**src/flex_io_cfg_pkg.sv**
```systemverilog
// Constants shared by the flexible-port configuration loader
package flex_io_cfg_pkg;
  localparam logic [5:0] ADDR_INTERFACE_TIMING_CONTROL = 6'h01;
  localparam logic [5:0] ADDR_IO_FORMAT_INTERPOLATION  = 6'h13;
  localparam logic [5:0] ADDR_IO_MODE_SELECT           = 6'h14;
  localparam logic [7:0] RESET_INTERFACE_TIMING_CONTROL = 8'h00;
  localparam logic [7:0] RESET_IO_FORMAT_INTERPOLATION  = 8'h00;
  localparam logic [7:0] RESET_IO_MODE_SELECT           = 8'h00;
  localparam int TIMING_MODE_MSB      = 7;
  localparam int TIMING_MODE_LSB      = 5;
  localparam int INTERP_MSB           = 1;
  localparam int INTERP_LSB           = 0;
  localparam int DUPLEX_SELECT_BIT    = 4;
  localparam int BUS_WIDTH_BIT        = 2;
  localparam int LEGACY_COMPAT_BIT    = 0;
  localparam logic [1:0] INTERP_1X    = 2'h0;
  localparam logic [1:0] INTERP_2X    = 2'h1;
  localparam logic [1:0] INTERP_4X    = 2'h2;
  localparam logic [2:0] TIMING_STANDARD      = 3'h0;
  localparam logic [2:0] TIMING_OPT_FULL      = 3'h1;
  localparam logic [2:0] TIMING_OPT_PARALLEL  = 3'h3;
  localparam logic [2:0] TIMING_OPT_INTERLEAV = 3'h5;
  localparam logic [2:0] TIMING_CLONE         = 3'h7;
  localparam logic [3:0] SERIAL_INSTR_LAST    = 4'h7;
  localparam logic [3:0] SERIAL_WORD_LAST     = 4'hf;
endpackage

```
**src/serial_reg_port.sv**
```systemverilog
// Serial register port: 8-bit instruction then 8-bit data per frame
`timescale 1ns/100ps
module serial_reg_port
  import flex_io_cfg_pkg::*;
(
  input  wire logic       clk_sys_in,
  input  wire logic       reset_in,
  input  wire logic       enable_in,
  input  wire logic       select_in,
  input  wire logic       sclk_in,
  input  wire logic       sdi_in,
  input  wire logic [7:0] rd_data_in,
  output logic      [5:0] rd_addr_out,
  output logic      [5:0] wr_addr_out,
  output logic      [7:0] wr_data_out,
  output logic            wr_strobe_out,
  output logic            sdo_out,
  output logic            sdo_oe_out
);
  logic [3:0]  count_reg,   count_next;
  logic [14:0] shift_reg,   shift_next;
  logic [7:0]  out_reg,     out_next;
  logic        reading_reg, reading_next;
  logic        sclk_reg;
  logic [5:0]  wa_reg,      wa_next;
  logic [7:0]  wd_reg,      wd_next;
  logic        ws_reg,      ws_next;
  logic        rise;
  logic        fall;
  logic [15:0] word;

  ////////////////////////////////////////////////////////////////////////////
  assign rise        = sclk_in & ~sclk_reg;
  assign fall        = ~sclk_in & sclk_reg;
  assign word        = {shift_reg, sdi_in};
  assign rd_addr_out = word[5:0];

  always_comb begin
    count_next   = count_reg;
    shift_next   = shift_reg;
    out_next     = out_reg;
    reading_next = reading_reg;
    wa_next      = wa_reg;
    wd_next      = wd_reg;
    ws_next      = 1'b0;
    // Select high ends any frame, so a torn frame never writes
    if (!enable_in || select_in) begin
      count_next   = 4'h0;
      reading_next = 1'b0;
    end else if (rise) begin
      shift_next = word[14:0];
      count_next = count_reg + 4'h1;
      if (count_reg == SERIAL_INSTR_LAST && word[7]) begin
        reading_next = 1'b1;
        out_next     = rd_data_in;
      end
      if (count_reg == SERIAL_WORD_LAST) begin
        reading_next = 1'b0;
        if (!word[15]) begin
          ws_next = 1'b1;
          wa_next = word[13:8];
          wd_next = word[7:0];
        end
      end
    end else if (fall && reading_reg && count_reg != 4'h8) begin
      out_next = {out_reg[6:0], 1'b0};
    end
  end

  always_ff @(posedge clk_sys_in) begin
    if (reset_in) begin
      count_reg   <= 4'h0;
      shift_reg   <= 15'h0;
      out_reg     <= 8'h00;
      reading_reg <= 1'b0;
      sclk_reg    <= 1'b0;
      wa_reg      <= 6'h00;
      wd_reg      <= 8'h00;
      ws_reg      <= 1'b0;
    end else begin
      count_reg   <= count_next;
      shift_reg   <= shift_next;
      out_reg     <= out_next;
      reading_reg <= reading_next;
      sclk_reg    <= sclk_in;
      wa_reg      <= wa_next;
      wd_reg      <= wd_next;
      ws_reg      <= ws_next;
    end
  end

  assign wr_addr_out   = wa_reg;
  assign wr_data_out   = wd_reg;
  assign wr_strobe_out = ws_reg;
  assign sdo_out       = out_reg[7];
  assign sdo_oe_out    = reading_reg;
endmodule

```
**src/flex_io_mode_config.sv**
```systemverilog
// Strap latch, register file and mode decode for the flexible data port
// Notes on behaviour
// - Latch ADC low-power strap at reset release; high means lower power.
// - Duplex strap latched at reset release, used only with serial port off.
// - Bus-width strap latched at reset, used only in strap half-duplex.
// - Half-duplex strap: width low is 20-bit parallel, high 10-bit.
// - Serial-enable strap low disables port; its pins become straps.
// - Serial-enable strap high enables port; duplex, width and interpolation straps ignored.
// - Strap interpolation 00/01/10 gives 1x/2x/4x, also PLL multiplier.
// - Receive power-down high stops ADC clock and cuts receive bias.
// - Transmit power-down high stops DAC clocks and cuts transmit bias.
// - Half-duplex direction low stops transmit clock; bus is receive.
// - Half-duplex direction high stops receive clocks; bus is input.
`timescale 1ns/100ps
module flex_io_mode_config
  import flex_io_cfg_pkg::*;
(
  input  wire logic       clk_sys_in,
  input  wire logic       reset_in,
  input  wire logic       adc_low_power_strap_in,
  input  wire logic       serial_select_pin_in,
  input  wire logic       serial_clock_pin_in,
  input  wire logic       serial_data_pin_in,
  input  wire logic       serial_out_pin_in,
  output logic            serial_out_pin_out,
  output logic            serial_out_pin_oe_out,
  input  wire logic       flex_control_pin_two_in,
  input  wire logic       receive_powerdown_pin_in,
  input  wire logic       transmit_powerdown_pin_in,
  input  wire logic       direction_pin_in,
  output logic            adc_low_power_out,
  output logic            serial_port_enabled_out,
  output logic            full_duplex_mode_out,
  output logic            half_duplex_parallel_mode_out,
  output logic            half_duplex_interleaved_mode_out,
  output logic            clone_mode_out,
  output logic      [2:0] timing_mode_out,
  output logic      [1:0] interp_factor_out,
  output logic      [1:0] pll_multiplier_out,
  output logic            interp_config_error_out,
  output logic            adc_clock_enable_out,
  output logic            rx_bias_enable_out,
  output logic            dac_clock_enable_out,
  output logic            tx_bias_enable_out,
  output logic            rx_digital_clock_enable_out,
  output logic            tx_digital_clock_enable_out,
  output logic            data_bus_drive_out
);
  logic       low_power_strap_reg, low_power_strap_next;
  logic       serial_en_strap_reg, serial_en_strap_next;
  logic       duplex_strap_reg,    duplex_strap_next;
  logic       width_strap_reg,     width_strap_next;
  logic [1:0] interp_strap_reg,    interp_strap_next;
  logic [7:0] timing_reg,          timing_next;
  logic [7:0] interp_reg,          interp_next;
  logic [7:0] mode_reg,            mode_next;
  logic [5:0] rd_addr;
  logic [5:0] wr_addr;
  logic [7:0] wr_data;
  logic       wr_strobe;
  logic       full_next,  par_next, intl_next, clone_next;
  logic [1:0] factor_next;
  logic [2:0] tmode_next;
  logic       err_next;
  logic       half_duplex;
  logic [9:0] out_next_vec;

  function automatic logic [7:0] reg_read(input logic [5:0] addr,
                                          input logic [7:0] t,
                                          input logic [7:0] i,
                                          input logic [7:0] m);
    case (addr)
      ADDR_INTERFACE_TIMING_CONTROL: reg_read = t;
      ADDR_IO_FORMAT_INTERPOLATION:  reg_read = i;
      ADDR_IO_MODE_SELECT:           reg_read = m;
      default:                       reg_read = 8'h00;
    endcase
  endfunction

  ////////////////////////////////////////////////////////////////////////////
  // Serial port lives only when the enable strap was high at reset
  serial_reg_port u_port (
    .clk_sys_in    (clk_sys_in),
    .reset_in      (reset_in),
    .enable_in     (serial_en_strap_reg),
    .select_in     (serial_select_pin_in),
    .sclk_in       (serial_clock_pin_in),
    .sdi_in        (serial_data_pin_in),
    .rd_data_in    (reg_read(rd_addr, timing_reg, interp_reg, mode_reg)),
    .rd_addr_out   (rd_addr),
    .wr_addr_out   (wr_addr),
    .wr_data_out   (wr_data),
    .wr_strobe_out (wr_strobe),
    .sdo_out       (serial_out_pin_out),
    .sdo_oe_out    (serial_out_pin_oe_out)
  );

  ////////////////////////////////////////////////////////////////////////////
  // Straps follow the pins while reset is high, so the last sample before
  // release is the one held: the last clock edge before reset falls
  always_comb begin
    low_power_strap_next = low_power_strap_reg;
    serial_en_strap_next = serial_en_strap_reg;
    duplex_strap_next    = duplex_strap_reg;
    width_strap_next     = width_strap_reg;
    interp_strap_next    = interp_strap_reg;
    if (reset_in) begin
      low_power_strap_next = adc_low_power_strap_in;
      serial_en_strap_next = serial_select_pin_in;
      duplex_strap_next    = serial_out_pin_in;
      width_strap_next     = flex_control_pin_two_in;
      interp_strap_next    = {serial_data_pin_in, serial_clock_pin_in};
    end
  end

  always_ff @(posedge clk_sys_in) begin
    low_power_strap_reg <= low_power_strap_next;
    serial_en_strap_reg <= serial_en_strap_next;
    duplex_strap_reg    <= duplex_strap_next;
    width_strap_reg     <= width_strap_next;
    interp_strap_reg    <= interp_strap_next;
  end

  ////////////////////////////////////////////////////////////////////////////
  always_comb begin
    timing_next = timing_reg;
    interp_next = interp_reg;
    mode_next   = mode_reg;
    if (wr_strobe) begin
      case (wr_addr)
        ADDR_INTERFACE_TIMING_CONTROL: timing_next = wr_data;
        ADDR_IO_FORMAT_INTERPOLATION:  interp_next = wr_data;
        ADDR_IO_MODE_SELECT:           mode_next   = wr_data;
        default:                       ;
      endcase
    end
  end

  always_ff @(posedge clk_sys_in) begin
    if (reset_in) begin
      timing_reg <= RESET_INTERFACE_TIMING_CONTROL;
      interp_reg <= RESET_IO_FORMAT_INTERPOLATION;
      mode_reg   <= RESET_IO_MODE_SELECT;
    end else begin
      timing_reg <= timing_next;
      interp_reg <= interp_next;
      mode_reg   <= mode_next;
    end
  end

  ////////////////////////////////////////////////////////////////////////////
  always_comb begin
    clone_next = 1'b0;
    if (serial_en_strap_reg) begin
      clone_next  = mode_reg[LEGACY_COMPAT_BIT];
      full_next   = !clone_next && mode_reg[DUPLEX_SELECT_BIT];
      intl_next   = !clone_next && !full_next && mode_reg[BUS_WIDTH_BIT];
      par_next    = !clone_next && !full_next && !intl_next;
      factor_next = interp_reg[INTERP_MSB:INTERP_LSB];
      tmode_next  = timing_reg[TIMING_MODE_MSB:TIMING_MODE_LSB];
    end else begin
      full_next   = duplex_strap_reg;
      par_next    = !duplex_strap_reg && !width_strap_reg;
      intl_next   = !duplex_strap_reg && width_strap_reg;
      factor_next = interp_strap_reg;
      tmode_next  = TIMING_STANDARD;
    end
    // Interleaved modes cannot run at 1x; flag it rather than fix it up
    err_next = (full_next || intl_next || clone_next) &&
               (factor_next != INTERP_2X && factor_next != INTERP_4X);
  end

  assign half_duplex = !full_next;

  // Packed so one register stage serves every derived output
  assign out_next_vec = {
    full_next, par_next, intl_next, clone_next, err_next,
    !receive_powerdown_pin_in,
    !transmit_powerdown_pin_in,
    !(half_duplex && direction_pin_in),
    !(half_duplex && !direction_pin_in),
    !(half_duplex && direction_pin_in)
  };

  always_ff @(posedge clk_sys_in) begin
    if (reset_in) begin
      full_duplex_mode_out             <= 1'b0;
      half_duplex_parallel_mode_out    <= 1'b0;
      half_duplex_interleaved_mode_out <= 1'b0;
      clone_mode_out                   <= 1'b0;
      interp_config_error_out          <= 1'b0;
      adc_clock_enable_out             <= 1'b0;
      dac_clock_enable_out             <= 1'b0;
      rx_digital_clock_enable_out      <= 1'b0;
      tx_digital_clock_enable_out      <= 1'b0;
      data_bus_drive_out               <= 1'b0;
      interp_factor_out                <= INTERP_1X;
      timing_mode_out                  <= TIMING_STANDARD;
    end else begin
      full_duplex_mode_out             <= out_next_vec[9];
      half_duplex_parallel_mode_out    <= out_next_vec[8];
      half_duplex_interleaved_mode_out <= out_next_vec[7];
      clone_mode_out                   <= out_next_vec[6];
      interp_config_error_out          <= out_next_vec[5];
      adc_clock_enable_out             <= out_next_vec[4];
      dac_clock_enable_out             <= out_next_vec[3];
      rx_digital_clock_enable_out      <= out_next_vec[2];
      tx_digital_clock_enable_out      <= out_next_vec[1];
      data_bus_drive_out               <= out_next_vec[0];
      interp_factor_out                <= factor_next;
      timing_mode_out                  <= tmode_next;
    end
  end

  // Bias follows the clocks; strap flags are plain flops of the straps
  assign rx_bias_enable_out      = adc_clock_enable_out;
  assign tx_bias_enable_out      = dac_clock_enable_out;
  assign pll_multiplier_out      = interp_factor_out;
  assign adc_low_power_out       = low_power_strap_reg;
  assign serial_port_enabled_out = serial_en_strap_reg;

  ////////////////////////////////////////////////////////////////////////////
  property p_low_power_held;
    @(posedge clk_sys_in) disable iff (reset_in)
      !$past(reset_in) |-> $stable(adc_low_power_out);
  endproperty
  a_low_power_held: assert property (p_low_power_held)
    else $error("low-power strap changed outside reset");

  property p_strap_full;
    @(posedge clk_sys_in) disable iff (reset_in)
      !serial_en_strap_reg && duplex_strap_reg |=> full_duplex_mode_out;
  endproperty
  a_strap_full: assert property (p_strap_full)
    else $error("duplex strap high did not give full duplex");

  property p_strap_parallel;
    @(posedge clk_sys_in) disable iff (reset_in)
      !serial_en_strap_reg && !duplex_strap_reg && !width_strap_reg
        |=> half_duplex_parallel_mode_out && !full_duplex_mode_out;
  endproperty
  a_strap_parallel: assert property (p_strap_parallel)
    else $error("strap half duplex width low not parallel");

  property p_port_off_quiet;
    @(posedge clk_sys_in) disable iff (reset_in)
      !serial_port_enabled_out |-> !serial_out_pin_oe_out && !wr_strobe;
  endproperty
  a_port_off_quiet: assert property (p_port_off_quiet)
    else $error("serial port active while disabled by strap");

  property p_reg_mode;
    @(posedge clk_sys_in) disable iff (reset_in)
      serial_en_strap_reg && mode_reg[DUPLEX_SELECT_BIT] &&
      !mode_reg[LEGACY_COMPAT_BIT] |=> full_duplex_mode_out;
  endproperty
  a_reg_mode: assert property (p_reg_mode)
    else $error("register duplex bit not applied");

  property p_strap_interp;
    @(posedge clk_sys_in) disable iff (reset_in)
      !serial_en_strap_reg ##1 !$past(reset_in)
        |-> interp_factor_out == $past(interp_strap_reg) &&
            pll_multiplier_out == interp_factor_out;
  endproperty
  a_strap_interp: assert property (p_strap_interp)
    else $error("strap interpolation factor not applied");

  property p_rx_down;
    @(posedge clk_sys_in) disable iff (reset_in)
      receive_powerdown_pin_in
        |=> !adc_clock_enable_out && !rx_bias_enable_out;
  endproperty
  a_rx_down: assert property (p_rx_down)
    else $error("receive path not powered down");

  property p_tx_down;
    @(posedge clk_sys_in) disable iff (reset_in)
      transmit_powerdown_pin_in |=> !dac_clock_enable_out;
  endproperty
  a_tx_down: assert property (p_tx_down)
    else $error("transmit path not powered down");

  property p_dir_low;
    @(posedge clk_sys_in) disable iff (reset_in)
      half_duplex && !direction_pin_in
        |=> !tx_digital_clock_enable_out && data_bus_drive_out;
  endproperty
  a_dir_low: assert property (p_dir_low)
    else $error("receive direction did not stop transmit clock");

  property p_dir_high;
    @(posedge clk_sys_in) disable iff (reset_in)
      half_duplex && direction_pin_in
        |=> !rx_digital_clock_enable_out && !data_bus_drive_out;
  endproperty
  a_dir_high: assert property (p_dir_high)
    else $error("transmit direction did not release the bus");
endmodule

```
**config.mk**
```make
export PLATFORM = sky130hd
export DESIGN_NAME = flex_io_mode_config
export DESIGN_NICKNAME = d
export VERILOG_FILES = /design/src/flex_io_cfg_pkg.sv /design/src/serial_reg_port.sv /design/src/flex_io_mode_config.sv
export SDC_FILE = /design/constraint.sdc
export NUM_CORES = 1
export LEC_CHECK = 0
export ABC_AREA = 1
export BUFFER_PORTS_ARGS = -buffer_cell sky130_fd_sc_hd__buf_4
export CAP_MARGIN = 25
export CORE_UTILIZATION = 58
export CTS_CLUSTER_DIAMETER = 40
export DETAILED_ROUTE_END_ITERATION = 8
export GPL_TIMING_DRIVEN = 1
export PLACE_DENSITY_LB_ADDON = 0.1
export SKIP_CTS_REPAIR_TIMING = 1
export SLEW_MARGIN = 25
export SYNTH_ARGS = -nofsm -noshare
export SYNTH_HDL_FRONTEND = slang
export SYNTH_SLANG_ARGS = --single-unit
```
**constraint.sdc**
```tcl
create_clock -name clk_sys_in -period 1.55 [get_ports clk_sys_in]
set_input_delay 0.3875 -clock clk_sys_in [delete_from_list [all_inputs] [get_ports clk_sys_in]]
set_output_delay 0.3875 -clock clk_sys_in [all_outputs]
set_load 0.02 [all_outputs]
```
==> flow_summary_export.csv <==
group,metric,value,unit
setup_path,crit_path_top_delay_cell,"edfxtp_1",
timing,slew_viol_final,0,
logic_synthesis,synth-seq-cells,88,
timing,slew_headroom,74.2,%
global_routing,grt_pass1_wl,12.3,mm
global_routing,grt_usage,25.3,%
logic_synthesis,synth_area,0.00361,mm²
worst_hold_path,min_path_type,"in -> reg",
setup_path,cp_cell_sequence,"buf_6, buf_4",
route,wl,7.63,mm
route,via_count,2994,
logic_synthesis,syn-num-nets,466,
floorplan,initial_utilization,60.7,%
global_routing,grt_max_degree,50,
worst_hold_path,holdCritStartpoint,"transmit_powerdown_pin_in",
clocking,clkTransAtPathRegs,80,ps
setup_path,required,1160,ps
clocking,cts.sinks,88,
logic_synthesis,synth-xor-area-share,0.242,%
logic_synthesis,postSynthCellCount,453,
timing,timing.final.crit_share,97.0,%
route,drc_errors,0,
setup_path,start_kind,"flop",
setup_path,slowest_delay,450,ps
finish,largest_register_ffs,15,
finish,fillers,498,
setup_path,cp_max_fo,6,
floorplan,die-area,0.00655,mm²
timing,setup-violations-final,0,
logic_synthesis,synth-adder-area-share,0.693,%
global_routing,grt_overflow,0,
logic_synthesis,synth-main-ff-cell,"dfxtp_1",
timing,tightestPinTransition,386,ps
power,power_density,1010,mW/mm²
global_routing,antenna_found_initial,0,
finish,final_area,0.00415,mm²
power,p_sw,1.04,mW
finish,layout-drive-gt1-share,19.7,%
route,ant_nets,0,
finish,nets,505,
finish,final_util,69.6,%
logic_synthesis,syn-mean-instance-area,7.98,µm²
route,drt-initial-drc-count,258,
setup_path,critPathKind,"reg -> out",
run,max_cap_violations,0,
route,vias_per_cell,5.23,
status,status,"complete, no violations",
timing,clock.fmax,665,MHz
placement,dp_slack,-48.2,ps
timing,skew,7.38,ps
floorplan,fp-row-count,28,
power,ir_worst_vdd,0.741,mV
placement,hpwlAfterDp,5.34,mm
power,p_int,3.15,mW
timing,finalWorstSetupSlack,46.1,ps
setup_path,r2r_start,"u_port.count_reg[0]",
logic_synthesis,synth-compound-area-share,14.1,%
power,clkPwrFrac,34.4,%
placement,place.gp.congestion,0.878,
placement,place_area,0.00390,mm²
power,p_leak,1.77,nW
placement,io_buffers,33,
clocking,clk_latency,360,ps
clocking,cts_inserted_buffers,9,
finish,area_growth,14.8,%
logic_synthesis,synth_enable_flop_cells,6,
power,power,4.18,mW
logic_synthesis,ys_warn_count,0,
clocking,ctsRootBufferMaster,"clkbuf_8",
logic_synthesis,synth.distinct_cells,35,
logic_synthesis,synthArstFlopShare,0,%
setup_path,crit_path_start,"serial_port_enabled_out",
logic_synthesis,synth_top_family_by_area,"simple AND/OR/NAND/NOR gates",
power,p_comb_share,8.7,%
finish,diodes,0,
setup_path,endpoint_kind,"output pin",
floorplan,core-area,0.00596,mm²
timing,fin_crit,1500,ps
clocking,cts_tree,"done",
logic_synthesis,yosys.area_share.simple,25.0,%
logic_synthesis,synth.area.mux_share,0.554,%
global_routing,grt_pass1_vias,2718,
setup_path,critPathArrivalTime,1120,ps
floorplan,die_h,80.9,µm
power,seq_power_share,56.9,%
clocking,cts-htree-levels,3,
clocking,clock_path_buffers,2,
route,dr.pass1.iters,4,
floorplan,io_pins,34,
power,switching_share,24.8,%
logic_synthesis,synth-seq-area-share,50.4,%
timing,hold_viol,0,
floorplan,die-width,80.9,µm
route,routedWlPerCell,13.3,µm
==> cells by family (layout without fill, tap and decap cells) <==
logic type | after synthesis | count (layout)
compound gates | 99 | 99
fa+ha+maj | 2 | 2
simple gates | 192 | 193
flops | 88 | 88
mux | 2 | 2
xor+xnor | 1 | 1
buf+inv | 69 | 112
==> cell usage after synthesis, types with 2 or more instances <==
master	instances	area share, %
dfxtp_1	82	45
inv_2	7	0.73
inv_1	38	3.9
edfxtp_1	6	5.0
o211ai_1	3	0.62
nand2_1	45	4.7
buf_2	3	0.42
clkbuf_1	6	0.62
nand2_2	4	0.69
nor2_4	6	1.9
nor2_1	102	11
nor3_1	6	0.83
o21ai_0	61	8.4
buf_6	4	1.2
buf_4	8	1.7
nand2_4	2	0.62
a21oi_1	32	4.4
ha_1	2	0.69
nand3_1	14	1.9
nor2_2	2	0.35
nand4_1	5	0.87
mux2i_1	2	0.55
==> power by group through the flow <==
stage	combinational [mW]	sequential (mW)	clock, mW
2_1_floorplan	0.215	2.45	0
3_3_place_gp	0.346	2.43	0
3_5_place_dp	0.353	2.43	0
4_1_cts	0.354	2.38	1.46
5_1_grt	0.405	2.39	1.54
6_report	0.365	2.38	1.44
==> metrics by stage <==
stage	cells	setup TNS (ps)	hold slack (ps)
2_1_floorplan	453	0	425
3_3_place_gp	549	0	435
3_5_place_dp	549	-88.2	448
4_1_cts	565	-2.78	151
5_1_grt	572	-5.69	152
6_report	572	0	166
==> routing by layer <==
layer / vias up / wire length, µm / global-route usage [%]
li1: 1537 / - / -
met1: 1342 / 3360 / 31.3
met2: 100 / 3550 / 41.1
met3: 15 / 565 / 4.27
met4: 0 / 150 / 15.2
met5: - / 0 / 0
==> placed cells by master, fill, tap and decap left out, drive strengths merged <==
master / netlist / layout
mux2i: 2 / 2
o21ai: 61 / 61
dfxtp: 82 / 82
xor2: 1 / 1
clkinv: 1 / 4
nand2: 51 / 51
o211ai: 3 / 3
a211oi: 1 / 1
o21a: 1 / 1
nor4: 2 / 2
nand3: 16 / 17
nor2: 111 / 111
ha: 2 / 2
buf: 16 / 49
clkbuf: 6 / 12
nor3: 7 / 7
inv: 46 / 47
a21oi: 32 / 32
nand4: 5 / 5
o22ai: 1 / 1
edfxtp: 6 / 6
==> critical path, delay by kind of cell, from the launching register on <==
kind / cells / cell delay (ps)
buffers and inverters: 2 / 310
DFF: 1 / 450
==> path summary, 6_finish.rpt <==
| check | endpoint | slack (ps) | cells past startpoint |
|---|---|---|---|
| setup reg to reg | u_port.wr_addr_out[5] | 120 | 7 |
| hold / removal | dac_clock_enable_out | 170 | 2 |
| setup / recovery | serial_port_enabled_out | 50 | 2 |
| hold reg to reg | mode_reg[7] | 460 | 2 |
==> layout make-up <==
cell class / instances / area, µm² / share of cell area (%)
tap: 75 / 93.8 / 2.26
sequential: 88 / 1820 / 44.0
timing repair buffer: 49 / 384 / 9.26
inverter: 47 / 186 / 4.49
clock buffer: 12 / 155 / 3.74
multi-input combinational: 297 / 1480 / 35.8
clock inverter: 4 / 20.0 / 0.483
No activity file was read; power rests on OpenSTA's default activity.
